### src/hw/dli_defs.svh
`ifndef DLI_DEFS_SVH
`define DLI_DEFS_SVH

// ==========================================================================
// register indices (byte address = index * 4)
`define DLI_IDX_CTRL 6'd0
`define DLI_IDX_WAITCTL 6'd1
`define DLI_IDX_ERRSTAT 6'd2
`define DLI_IDX_IRQSTAT 6'd3
`define DLI_IDX_XFER 6'd4
`define DLI_IDX_RDATA 6'd5
`define DLI_IDX_LAST 6'd5

// ==========================================================================
// control register fields
`define DLI_CTRL_EN_BIT 0
`define DLI_WAITCTL_IRQEN_BIT 7
`define DLI_WAITCTL_LIMIT_MSB 3
`define DLI_WAITCTL_LIMIT_LSB 0

// ==========================================================================
// error status fields
`define DLI_ERR_SUM_BIT 7
`define DLI_ERR_ACK_BIT 6
`define DLI_ERR_CNCL_BIT 5
`define DLI_ERR_TIME_BIT 4
`define DLI_ERR_TGT_BIT 3
`define DLI_ERR_PAR_BIT 2

// ==========================================================================
// transfer request fields
`define DLI_XFER_READ_BIT 16
`define DLI_XFER_ADDR_MSB 15
`define DLI_XFER_ADDR_LSB 8
`define DLI_XFER_DATA_MSB 7
`define DLI_XFER_DATA_LSB 0

// ==========================================================================
// reset values and link encodings
`define DLI_RST_BYTE 8'h00
`define DLI_RST_LIMIT 4'h0
`define DLI_CMD_IDLE 8'h00
`define DLI_CMD_START 8'h80
`define DLI_CMD_READ 8'h40
`define DLI_ACK_WRITE 8'hff

`endif

### src/hw/dli_pkg.sv
`include "dli_defs.svh"

package dli_pkg;
    typedef enum logic [4:0] {
        DLI_I_IDLE = 5'b00001,
        DLI_I_CMD = 5'b00010,
        DLI_I_ADDR = 5'b00100,
        DLI_I_WDAT = 5'b01000,
        DLI_I_WAIT = 5'b10000
    } dli_init_state_t;

    typedef enum logic [4:0] {
        DLI_T_IDLE = 5'b00001,
        DLI_T_ADDR = 5'b00010,
        DLI_T_DATA = 5'b00100,
        DLI_T_WAIT = 5'b01000,
        DLI_T_ACK = 5'b10000
    } dli_tgt_state_t;

    typedef logic [7:0] dli_byte_t;
endpackage

### src/hw/dli_link_if.sv
`timescale 1ns/1ps

interface dli_link_if;
    logic linkClk;
    logic [7:0] cmdData;
    logic [7:0] rspData;
    logic [1:0] rspParity;
    logic rspAck;
    logic rspErr;
    logic targetIrqPin;

    modport initiator (
        output linkClk,
        output cmdData,
        input rspData,
        input rspParity,
        input rspAck,
        input rspErr,
        input targetIrqPin
    );

    modport target (
        input linkClk,
        input cmdData,
        output rspData,
        output rspParity,
        output rspAck,
        output rspErr,
        output targetIrqPin
    );
endinterface

### src/hw/dli_initiator.sv
// Decided for this implementation: the APB interface to the registers.
`timescale 1ns/1ps
`include "dli_defs.svh"

// How it works
// - interrupt enable bit gates target interrupt to CPU
// - wait field sets allowed link wait cycles
// - exceeded wait limit sets timeout flag
// - zero limit expects ack right after transfer
// - target may insert up to limit waits
// - wait field locked after enable, normal mode
// - software writes zero to reserved control bits
// - any detailed error sets summary flag
// - error interrupt follows summary, no mask
// - write one clears summary, zero ignored
// - write ack not all ones sets fault
// - detailed flags read-only, cleared with summary
// - request during pending error sets cancel flag
// - target error in ack sets flag
// - read parity mismatch sets parity flag
// - received parity bits shown in status
// - status mirrors target interrupt pin live
// - target clears its own interrupt line
// - busy bit shows transaction in progress
// - software masks reserved status bits
// - pending error freezes buffers, sends idle
// - enabled link runs clock, idles low
module dli_initiator
    import dli_pkg::*;
(
    // system
    input wire logic core_clk,
    input wire logic srst,
    input wire logic specialMode,
    // apb slave
    input wire logic psel,
    input wire logic penable,
    input wire logic pwrite,
    input wire logic [7:0] paddr,
    input wire logic [31:0] pwdata,
    output logic [31:0] prdata,
    output logic pready,
    output logic pslverr,
    // cpu interrupts
    output logic linkErrIrq,
    output logic targetIrqOut,
    // link
    dli_link_if.initiator link
);
    dli_init_state_t st, next_st;
    logic enable, next_enable;
    logic irqEn, next_irqEn;
    logic [3:0] waitLimit, next_waitLimit;
    logic errSum, next_errSum;
    logic ackFault, next_ackFault;
    logic cancelF, next_cancelF;
    logic timeoutF, next_timeoutF;
    logic tgtErrF, next_tgtErrF;
    logic parity_error_flag, next_parity_error_flag;
    logic [1:0] parRx, next_parRx;
    logic phase, next_phase;
    logic [3:0] waitCnt, next_waitCnt;
    logic [7:0] cmdOut, next_cmdOut;
    logic pend, next_pend;
    logic bufRead, next_bufRead;
    logic [7:0] bufAddr, next_bufAddr;
    logic [7:0] bufData, next_bufData;
    logic [7:0] rdData, next_rdData;
    logic [31:0] next_prdata;
    logic [5:0] idx;
    logic mapped;
    logic wrAcc;
    logic busy;
    logic tick;
    logic writable;
    logic [1:0] expPar;

    assign idx = paddr[7:2];
    assign mapped = (paddr[1:0] == 2'b00) && (idx <= `DLI_IDX_LAST);
    assign wrAcc = psel && penable && pwrite && mapped;
    assign pready = 1'b1;
    assign pslverr = psel && penable && !mapped;
    assign busy = (st != DLI_I_IDLE) || pend;
    assign tick = enable && phase;
    assign writable = !enable || specialMode;
    assign expPar = {^link.rspData[7:4], ^link.rspData[3:0]};

    // ======================================================================
    // registers and link sequencing
    always_comb begin
        next_st = st;
        next_enable = enable;
        next_irqEn = irqEn;
        next_waitLimit = waitLimit;
        next_errSum = errSum;
        next_ackFault = ackFault;
        next_cancelF = cancelF;
        next_timeoutF = timeoutF;
        next_tgtErrF = tgtErrF;
        next_parity_error_flag = parity_error_flag;
        next_parRx = parRx;
        next_waitCnt = waitCnt;
        next_cmdOut = cmdOut;
        next_pend = pend;
        next_bufRead = bufRead;
        next_bufAddr = bufAddr;
        next_bufData = bufData;
        next_rdData = rdData;
        next_phase = enable ? !phase : 1'b0;

        // clear first so that a same-cycle set wins
        if (wrAcc && idx == `DLI_IDX_ERRSTAT && pwdata[`DLI_ERR_SUM_BIT]) begin
            next_errSum = 1'b0;
            next_ackFault = 1'b0;
            next_cancelF = 1'b0;
            next_timeoutF = 1'b0;
            next_tgtErrF = 1'b0;
            next_parity_error_flag = 1'b0;
        end
        if (wrAcc) begin
            case (idx)
                `DLI_IDX_CTRL: begin
                    if (writable) begin
                        next_enable = pwdata[`DLI_CTRL_EN_BIT];
                    end
                end
                `DLI_IDX_WAITCTL: begin
                    next_irqEn = pwdata[`DLI_WAITCTL_IRQEN_BIT];
                    if (writable) begin
                        next_waitLimit = pwdata[`DLI_WAITCTL_LIMIT_MSB:`DLI_WAITCTL_LIMIT_LSB];
                    end
                end
                `DLI_IDX_XFER: begin
                    if (enable && !busy) begin
                        if (errSum) begin
                            next_cancelF = 1'b1;
                        end else begin
                            next_pend = 1'b1;
                            next_bufRead = pwdata[`DLI_XFER_READ_BIT];
                            next_bufAddr = pwdata[`DLI_XFER_ADDR_MSB:`DLI_XFER_ADDR_LSB];
                            next_bufData = pwdata[`DLI_XFER_DATA_MSB:`DLI_XFER_DATA_LSB];
                        end
                    end
                end
                default: begin
                end
            endcase
        end

        if (tick) begin
            case (st)
                DLI_I_IDLE: begin
                    next_cmdOut = `DLI_CMD_IDLE;
                    if (pend && !errSum) begin
                        next_pend = 1'b0;
                        next_cmdOut = `DLI_CMD_START | (bufRead ? `DLI_CMD_READ : `DLI_CMD_IDLE);
                        next_st = DLI_I_CMD;
                    end else if (pend) begin
                        next_pend = 1'b0;
                        next_cancelF = 1'b1;
                    end
                end
                DLI_I_CMD: begin
                    next_cmdOut = bufAddr;
                    next_st = DLI_I_ADDR;
                end
                DLI_I_ADDR: begin
                    next_waitCnt = 4'h0;
                    next_cmdOut = bufRead ? `DLI_CMD_IDLE : bufData;
                    next_st = bufRead ? DLI_I_WAIT : DLI_I_WDAT;
                end
                DLI_I_WDAT: begin
                    next_waitCnt = 4'h0;
                    next_cmdOut = `DLI_CMD_IDLE;
                    next_st = DLI_I_WAIT;
                end
                default: begin
                    if (link.rspAck) begin
                        next_st = DLI_I_IDLE;
                        next_parRx = link.rspParity;
                        if (link.rspErr) begin
                            next_tgtErrF = 1'b1;
                        end
                        if (!bufRead && link.rspData != `DLI_ACK_WRITE) begin
                            next_ackFault = 1'b1;
                        end
                        if (bufRead) begin
                            next_rdData = link.rspData;
                            if (link.rspParity != expPar) begin
                                next_parity_error_flag = 1'b1;
                            end
                        end
                    end else if (waitCnt == waitLimit) begin
                        next_timeoutF = 1'b1;
                        next_st = DLI_I_IDLE;
                    end else begin
                        next_waitCnt = waitCnt + 4'h1;
                    end
                end
            endcase
        end
        if (!enable) begin
            next_cmdOut = `DLI_CMD_IDLE;
        end
        if (next_ackFault || next_cancelF || next_timeoutF || next_tgtErrF || next_parity_error_flag) begin
            next_errSum = 1'b1;
        end
    end

    // ======================================================================
    // read data, sampled in the setup phase
    always_comb begin
        next_prdata = 32'h0000_0000;
        if (psel && !penable) begin
            case (idx)
                `DLI_IDX_CTRL: next_prdata = {31'h0000_0000, enable};
                `DLI_IDX_WAITCTL: next_prdata = {24'h00_0000, irqEn, 3'b000, waitLimit};
                `DLI_IDX_ERRSTAT: next_prdata = {24'h00_0000, errSum, ackFault, cancelF, timeoutF,
                                                 tgtErrF, parity_error_flag, parRx};
                `DLI_IDX_IRQSTAT: next_prdata = {24'h00_0000, link.targetIrqPin, busy, 6'h00};
                `DLI_IDX_XFER: next_prdata = {15'h0000, bufRead, bufAddr, bufData};
                `DLI_IDX_RDATA: next_prdata = {24'h00_0000, rdData};
                default: next_prdata = 32'h0000_0000;
            endcase
        end else begin
            next_prdata = prdata;
        end
    end

    always_ff @(posedge core_clk) begin
        if (srst) begin
            st <= DLI_I_IDLE;
            enable <= 1'b0;
            irqEn <= 1'b0;
            waitLimit <= `DLI_RST_LIMIT;
            errSum <= 1'b0;
            ackFault <= 1'b0;
            cancelF <= 1'b0;
            timeoutF <= 1'b0;
            tgtErrF <= 1'b0;
            parity_error_flag <= 1'b0;
            parRx <= 2'h0;
            phase <= 1'b0;
            waitCnt <= 4'h0;
            cmdOut <= `DLI_CMD_IDLE;
            pend <= 1'b0;
            bufRead <= 1'b0;
            bufAddr <= `DLI_RST_BYTE;
            bufData <= `DLI_RST_BYTE;
            rdData <= `DLI_RST_BYTE;
            prdata <= 32'h0000_0000;
        end else begin
            st <= next_st;
            enable <= next_enable;
            irqEn <= next_irqEn;
            waitLimit <= next_waitLimit;
            errSum <= next_errSum;
            ackFault <= next_ackFault;
            cancelF <= next_cancelF;
            timeoutF <= next_timeoutF;
            tgtErrF <= next_tgtErrF;
            parity_error_flag <= next_parity_error_flag;
            parRx <= next_parRx;
            phase <= next_phase;
            waitCnt <= next_waitCnt;
            cmdOut <= next_cmdOut;
            pend <= next_pend;
            bufRead <= next_bufRead;
            bufAddr <= next_bufAddr;
            bufData <= next_bufData;
            rdData <= next_rdData;
            prdata <= next_prdata;
        end
    end

    assign linkErrIrq = errSum;
    assign targetIrqOut = irqEn && link.targetIrqPin;
    assign link.linkClk = phase;
    assign link.cmdData = cmdOut;
endmodule

### src/flat_wrapper.sv
// flat-port wrapper written by rule: the top's interface ports become plain ports
module dli_initiator_flat import dli_pkg::*;
  (core_clk, srst, specialMode, psel, penable, pwrite, paddr, pwdata, prdata, pready, pslverr, linkErrIrq, targetIrqOut, link_linkClk, link_cmdData, link_rspData, link_rspParity, link_rspAck, link_rspErr, link_targetIrqPin);
  dli_link_if link_i ();
  input wire logic core_clk;
  input wire logic srst;
  input wire logic specialMode;
  input wire logic psel;
  input wire logic penable;
  input wire logic pwrite;
  input wire logic [7:0] paddr;
  input wire logic [31:0] pwdata;
  output logic [31:0] prdata;
  output logic pready;
  output logic pslverr;
  output logic linkErrIrq;
  output logic targetIrqOut;
  output wire logic [$bits(link_i.linkClk)-1:0] link_linkClk;
  output wire logic [$bits(link_i.cmdData)-1:0] link_cmdData;
  input wire logic [$bits(link_i.rspData)-1:0] link_rspData;
  input wire logic [$bits(link_i.rspParity)-1:0] link_rspParity;
  input wire logic [$bits(link_i.rspAck)-1:0] link_rspAck;
  input wire logic [$bits(link_i.rspErr)-1:0] link_rspErr;
  input wire logic [$bits(link_i.targetIrqPin)-1:0] link_targetIrqPin;
  assign link_linkClk = link_i.linkClk;
  assign link_cmdData = link_i.cmdData;
  assign link_i.rspData = link_rspData;
  assign link_i.rspParity = link_rspParity;
  assign link_i.rspAck = link_rspAck;
  assign link_i.rspErr = link_rspErr;
  assign link_i.targetIrqPin = link_targetIrqPin;
  dli_initiator u_core (.core_clk(core_clk), .srst(srst), .specialMode(specialMode), .psel(psel), .penable(penable), .pwrite(pwrite), .paddr(paddr), .pwdata(pwdata), .prdata(prdata), .pready(pready), .pslverr(pslverr), .linkErrIrq(linkErrIrq), .targetIrqOut(targetIrqOut), .link(link_i));
endmodule
### config.mk
export PLATFORM = sky130hd
export DESIGN_NAME = dli_initiator_flat
export DESIGN_NICKNAME = d
export VERILOG_FILES = /design/src/hw/dli_pkg.sv /design/src/hw/dli_link_if.sv /design/src/hw/dli_initiator.sv /design/src/flat_wrapper.sv
export VERILOG_INCLUDE_DIRS = /design/src /design/src/hw
export SDC_FILE = /design/constraint.sdc
export NUM_CORES = 1
export LEC_CHECK = 0
export BUFFER_PORTS_ARGS = -buffer_cell sky130_fd_sc_hd__buf_2
export CAP_MARGIN = 40
export CORE_MARGIN = 1
export CORE_UTILIZATION = 52
export CTS_BUF_LIST = sky130_fd_sc_hd__clkbuf_16
export DETAILED_ROUTE_END_ITERATION = 7
export PLACE_DENSITY_LB_ADDON = 0.25
export SLEW_MARGIN = 0
export SYNTH_ARGS = -nofsm -noshare
export SYNTH_HDL_FRONTEND = slang
export SYNTH_SLANG_ARGS = --single-unit
### constraint.sdc
create_clock -name core_clk -period 2.5 [get_ports core_clk]
set_input_delay 0 -clock core_clk [delete_from_list [all_inputs] [get_ports core_clk]]
set_output_delay 0 -clock core_clk [all_outputs]
set_load 0.01 [all_outputs]
# ---- Yosys cells after proc, flatten, opt, wreduce, memory -nomap -nowiden
# Cells that the tools add are included.
dict set report word_totals {
  input_bits 59
  register_bits 90
  word_cells 141
  output_inout_bits 45
}
dict set report classes {
  n_bitwise 4
  reduce_logical 46
  add_sub_neg 1
  n_lt_le_gt_ge 1
  eq_ne 16
  muxes 53
}
# op n
set op_table {}
lappend op_table {{$pmux W17 S6} 1}
lappend op_table {{$mux W1} 40}
lappend op_table {{$pmux W8 S4} 1}
lappend op_table {{$mux W5} 4}
lappend op_table {{$pmux W5 S4} 1}
lappend op_table {{$mux W8} 2}
lappend op_table {{$logic_and A1 B1 Y1} 13}
lappend op_table {{$eq A6 B2 Y1 const B} 2}
lappend op_table {{$eq A6 B3 Y1 const B} 2}
lappend op_table {{$reduce_and A3 Y1} 4}
lappend op_table {{$reduce_and A4 Y1} 3}
lappend op_table {{$mux W4} 2}
lappend op_table {{$ne A8 B8 Y1 const B} 1}
lappend op_table {{$pmux W4 S2} 1}
lappend op_table {{$reduce_xor A4 Y1} 2}
lappend op_table {{$logic_not A1 Y1} 7}
lappend op_table {{$mux W7} 1}
lappend op_table {{$eq A6 B1 Y1 const B} 1}
lappend op_table {{$le A6 B3 Y1 const B} 1}
lappend op_table {{$logic_not A6 Y1} 1}
lappend op_table {{$logic_or A1 B1 Y1} 6}
lappend op_table {{$reduce_bool A6 Y1} 1}
lappend op_table {{$reduce_or A2 Y1} 3}
lappend op_table {{$eq A5 B1 Y1 const B} 1}
lappend op_table {{other kinds (15)} 20}

# ---- Longest topological paths before layout
dict set report logic_depth {
  ltp_word 19
  mapped_depth 8
  depth_no_buf 6
}

# ---- Least setup slack after synthesis
# OpenSTA, ideal clock, no wires.
dict set report synth_path {
  path_type {reg2reg}
  startpoint {register u_core.st[2]}
  endpoint {register u_core.bufAddr[7]}
  setup_time_ns 0.128
  slack_ns 0.279
  arrival_time_ns 2.093
  n_path_buf 3
  path_stages_with_launch 9
  synth_period_minus_slack_ns 2.221
  t_required_ns 2.372
  path_cell_list {dfxtp_1 -> buf_6 -> or4b_4 -> or3_4 -> nor4_2 -> buf_6 -> buf_12 -> mux2i_1 -> nor2_1}
}
dict set report synth_between {
  elab_chain_len 5
}
# item line_no
set synth_lines {}
lappend synth_lines {{start: declaration} dli_initiator.sv:50} ;# dli_init_state_t st, next_st;
lappend synth_lines {{start signal: assignment} dli_initiator.sv:253} ;# st <= next_st;
lappend synth_lines {{$ne A5 B1 Y1} dli_initiator.sv:83} ;# assign busy = (st != DLI_I_IDLE) || pend;
lappend synth_lines {{$logic_or A1 B1 Y1} dli_initiator.sv:83}
lappend synth_lines {{$logic_not A1 Y1} dli_initiator.sv:134} ;# if (enable && !busy) begin
lappend synth_lines {{$logic_and A1 B1 Y1} dli_initiator.sv:134}
lappend synth_lines {{$reduce_and A4 Y1 (no line)} n/a}
lappend synth_lines {{end signal: assignment} dli_initiator.sv:248} ;# bufAddr <= `DLI_RST_BYTE;
lappend synth_lines {{end signal: assignment} dli_initiator.sv:269} ;# bufAddr <= next_bufAddr;
lappend synth_lines {{end: declaration} dli_initiator.sv:66} ;# logic [7:0] bufAddr, next_bufAddr;
# No other way between the ends.
# A chain may end at the register's enable or synchronous reset.

# ---- Worst setup path in the final report
dict set report layout_path {
  startpoint {register u_core.st[1]}
  endpoint {register u_core.bufData[4]}
}
dict set report layout_between {
  elab_chain_len 5
}
# item line_no
set layout_lines {}
lappend layout_lines {{$ne A5 B1 Y1} dli_initiator.sv:83}
lappend layout_lines {{$logic_or A1 B1 Y1} dli_initiator.sv:83}
lappend layout_lines {{$logic_not A1 Y1} dli_initiator.sv:134}
lappend layout_lines {{$logic_and A1 B1 Y1} dli_initiator.sv:134}
lappend layout_lines {{$reduce_and A4 Y1 (no line)} n/a}
lappend layout_lines {{end signal: assignment} dli_initiator.sv:249} ;# bufData <= `DLI_RST_BYTE;
lappend layout_lines {{end signal: assignment} dli_initiator.sv:270} ;# bufData <= next_bufData;
lappend layout_lines {{end: declaration} dli_initiator.sv:67} ;# logic [7:0] bufData, next_bufData;
# No other way between the ends.

==> flow_metrics.tcl <==
set metrics [dict create \
    violations "design-rule violations" \
    slew_headroom_pct 49.0 \
    p_leak_nw 1.84 \
    power_switching_mw 0.613 \
    gp_congestion 0.870 \
    hold_viol 0 \
    area_growth_pct 26.6 \
    seq_area_um2 1500 \
    max-cap-violations 0 \
    die_x_um 85.0 \
    clock_latency_ns 0.34 \
    worstPathMaxFanout 18 \
    synth_ff_type "dfxtp_1" \
    first_pass_iters 7 \
    via_count 3353 \
    skew_ns 0.00820 \
    max_freq_mhz 435 \
    final_nets 553 \
    setup_tns_ns 0 \
    postCtsSetupBuffers 0 \
    wire_per_inst_um 17.0 \
    grt_overflow 0 \
    syn_inst 391 \
    vias_per_cell 5.87 \
    synthTopCellsByArea "dfxtp_1 (42%), mux2i_1 (10%), nor2_1 (7.0%), a22oi_1 (3.8%), buf_4 (3.4%)" \
    dr.first_iter.drc_count 237 \
    place_area_um2 3940 \
    die_h_um 85.0 \
    crit_path_end_kind "register" \
    start_kind "register" \
    antenna_cells 0 \
    yosysTopAreaCell "dfxtp_1" \
    layout_commonest_cell "dfxtp_1" \
    outcome "finished, violations left" \
    cp.required_ns 2.72 \
    powerDensity_nw_per_um2 588 \
    drive_gt1_share_pct 21.9 \
    swShare_pct 23.0 \
    route.detailed.drc 3 \
    grt_max_degree 27 \
    h-tree-depth 3 \
    post-route-cell-area_um2 4530 \
    io_buffer_count 72 \
    arrival_ns 2.52 \
    drv_slew 0 \
    cts_buffers 9 \
    clock-sinks 75 \
    yosysWarnings 0 \
    grt_first_pass_wirelength_um 15600 \
    io_pins 104 \
    core_area_um2 6490 \
    seq_area_frac_synth_pct 42.0 \
    cts_tree "done" \
    grt_antenna_before_repair 0 \
    post-route-period-util_pct 92.0 \
    cts-resized-gates 0 \
    synth-edff-count 0 \
    rows 29 \
    dieArea_um2 7220 \
    wl_um 9720 \
    p_clk_share_pct 48.8 \
    track_usage_pct 28.0 \
    grt_pass1_vias 3252 \
    cts_buffer_depth 2 \
    rsz0062_at_grt "false" \
    seq_power_share_pct 44.9 \
    multi_input_area_um2 1900 \
    setup_viol 0 \
    synth_area_um2 3580 \
    fin_crit_ns 2.30 \
    most-common-layout-cells "dfxtp_1 (75), buf_2 (72), nor2_1 (67), mux2i_1 (36), dlygate4sd3_1 (29)" \
    ys_types 52 \
    ir_drop_uv 392 \
    synth_seq_cells 75 \
    total_power_mw 2.66 \
    start_util_pct 55.1 \
    internal_power_mw 2.05 \
    dp_hpwl_um 6750 \
    clk_pin_slew_ns 0.06 \
    async_flop_share_pct 0 \
    cts_root_buf "clkbuf_16" \
    synth_top_area_share_pct 42.0 \
    ant_nets 0 \
    worst_pin_slew_ns 0.755 \
    synth.avg_cell_area_um2 9.15 \
    crit_type "register to register" \
    power_frac_comb_pct 6.3 \
    hold_path_class "primary input to register" \
    fillCellCount 508 \
]
flip-flops by register name, summed over array words and instances (netlist names), 2 cells and up:
signal	cells
u_core.prdata	17
u_core.waitCnt	4
u_core.parRx	2
u_core.bufAddr	8
u_core.bufData	8
u_core.rdData	8
u_core.link.cmdData	8
u_core.waitLimit	4
u_core.st	5
critical path, stage by stage, from the launching register on:
cell and delay, ns:
dfxtp_1 0.37, or4b_4 0.59, or3_4 0.38, nor4_4 0.33
buf_12 0.22, mux2i_1 0.22, nor2_1 0.05
worst paths after layout:
| check | start | end | slack [ns] | cells after the start |
|---|---|---|---|---|
| max | u_core.st[1] | u_core.bufData[4] | 0.20 | 6 |
| min | link_rspAck | u_core.tgtErrF | 0.01 | 3 |
| max reg2reg | u_core.st[1] | u_core.bufData[4] | 0.20 | 6 |
| min reg2reg | u_core.link.linkClk | u_core.link.linkClk | 0.47 | 1 |
power groups by stage:
stage | clock [mW] | combinational (mW) | sequential (mW)
2_1_floorplan | 0 | 0.0865 | 1.22
3_3_place_gp | 0 | 0.127 | 1.22
3_5_place_dp | 0 | 0.129 | 1.22
4_1_cts | 1.31 | 0.163 | 1.20
5_1_grt | 1.36 | 0.181 | 1.20
6_report | 1.30 | 0.167 | 1.20
kinds of logic (layout without fill, tap and decap cells):
logic type | after synthesis | in the layout | synth area share [%]
other | 2 | 16 | 0.210
AO/OA/AOI/OAI | 83 | 83 | 17.1
AND/OR/NAND/NOR | 142 | 142 | 20.0
multiplexers | 36 | 36 | 10.1
flip-flops | 75 | 75 | 42.0
XOR/XNOR | 9 | 9 | 2.20
adder cells (fa/ha/maj) | 5 | 5 | 1.75
buffers and inverters | 39 | 128 | 6.71
repair_timing:
item                                    in CTS  in global routing
hold buffers                                29                  0
endpoints found under the setup margin       0                  0
endpoints found under the hold margin       34                  0
cell usage after synthesis (all sizes together), types with 2 or more instances:
| master | count |
|---|---|
| and3 | 4 |
| xnor2 | 6 |
| or2 | 2 |
| clkbuf | 14 |
| a2bb2oi | 6 |
| nand2b | 4 |
| a21oi | 16 |
| nor2 | 67 |
| nand4b | 2 |
| a22oi | 18 |
| ha | 5 |
| a222oi | 8 |
| nor2b | 3 |
| nor4 | 4 |
| nor3 | 5 |
| a221oi | 2 |
| nor3b | 3 |
| a211oi | 4 |
| xor2 | 3 |
| a22o | 6 |
| conb | 2 |
| nand4 | 5 |
| inv | 3 |
| nand2 | 22 |
| mux2i | 36 |
| o211ai | 2 |
| or4 | 4 |
| dfxtp | 75 |
| o21ai | 12 |
| nand3 | 4 |
| or4b | 2 |
| and2 | 2 |
| nand3b | 4 |
| buf | 22 |
| a41oi | 3 |
| or3 | 4 |
per-layer routing:
layer,up-vias,GRT usage [%],part of all wire (%)
li1,1591,-,-
met1,1612,34.7,43
met2,135,48.1,49
met3,15,4.47,6.0
met4,0,12.2,1.8
met5,-,0,0
metrics by stage:
stage / setup slack (ns) / std cells / hold WS [ns] / utilization, %
global route: 0.115 / 571 / 0.0472 / 69.8
global placement: 0.282 / 526 / 0.233 / 60.7
finish: 0.200 / 571 / 0.0134 / 69.8
detailed placement: 0.232 / 526 / 0.241 / 60.7
floorplan: 0.279 / 405 / 0.0909 / -
CTS: 0.208 / 571 / 0.0132 / 69.8
layout make-up:
| class | instances | share of cell area, % |
|---|---|---|
| clock buffers | 9 | 4.97 |
| clock inverters | 7 | 1.68 |
| inverters | 3 | 0.248 |
| multi-input cells | 291 | 41.9 |
| flip-flops and latches | 75 | 33.1 |
| well taps | 77 | 2.13 |
| repair buffers | 109 | 16.0 |
No activity file was read; power rests on OpenSTA's default activity.
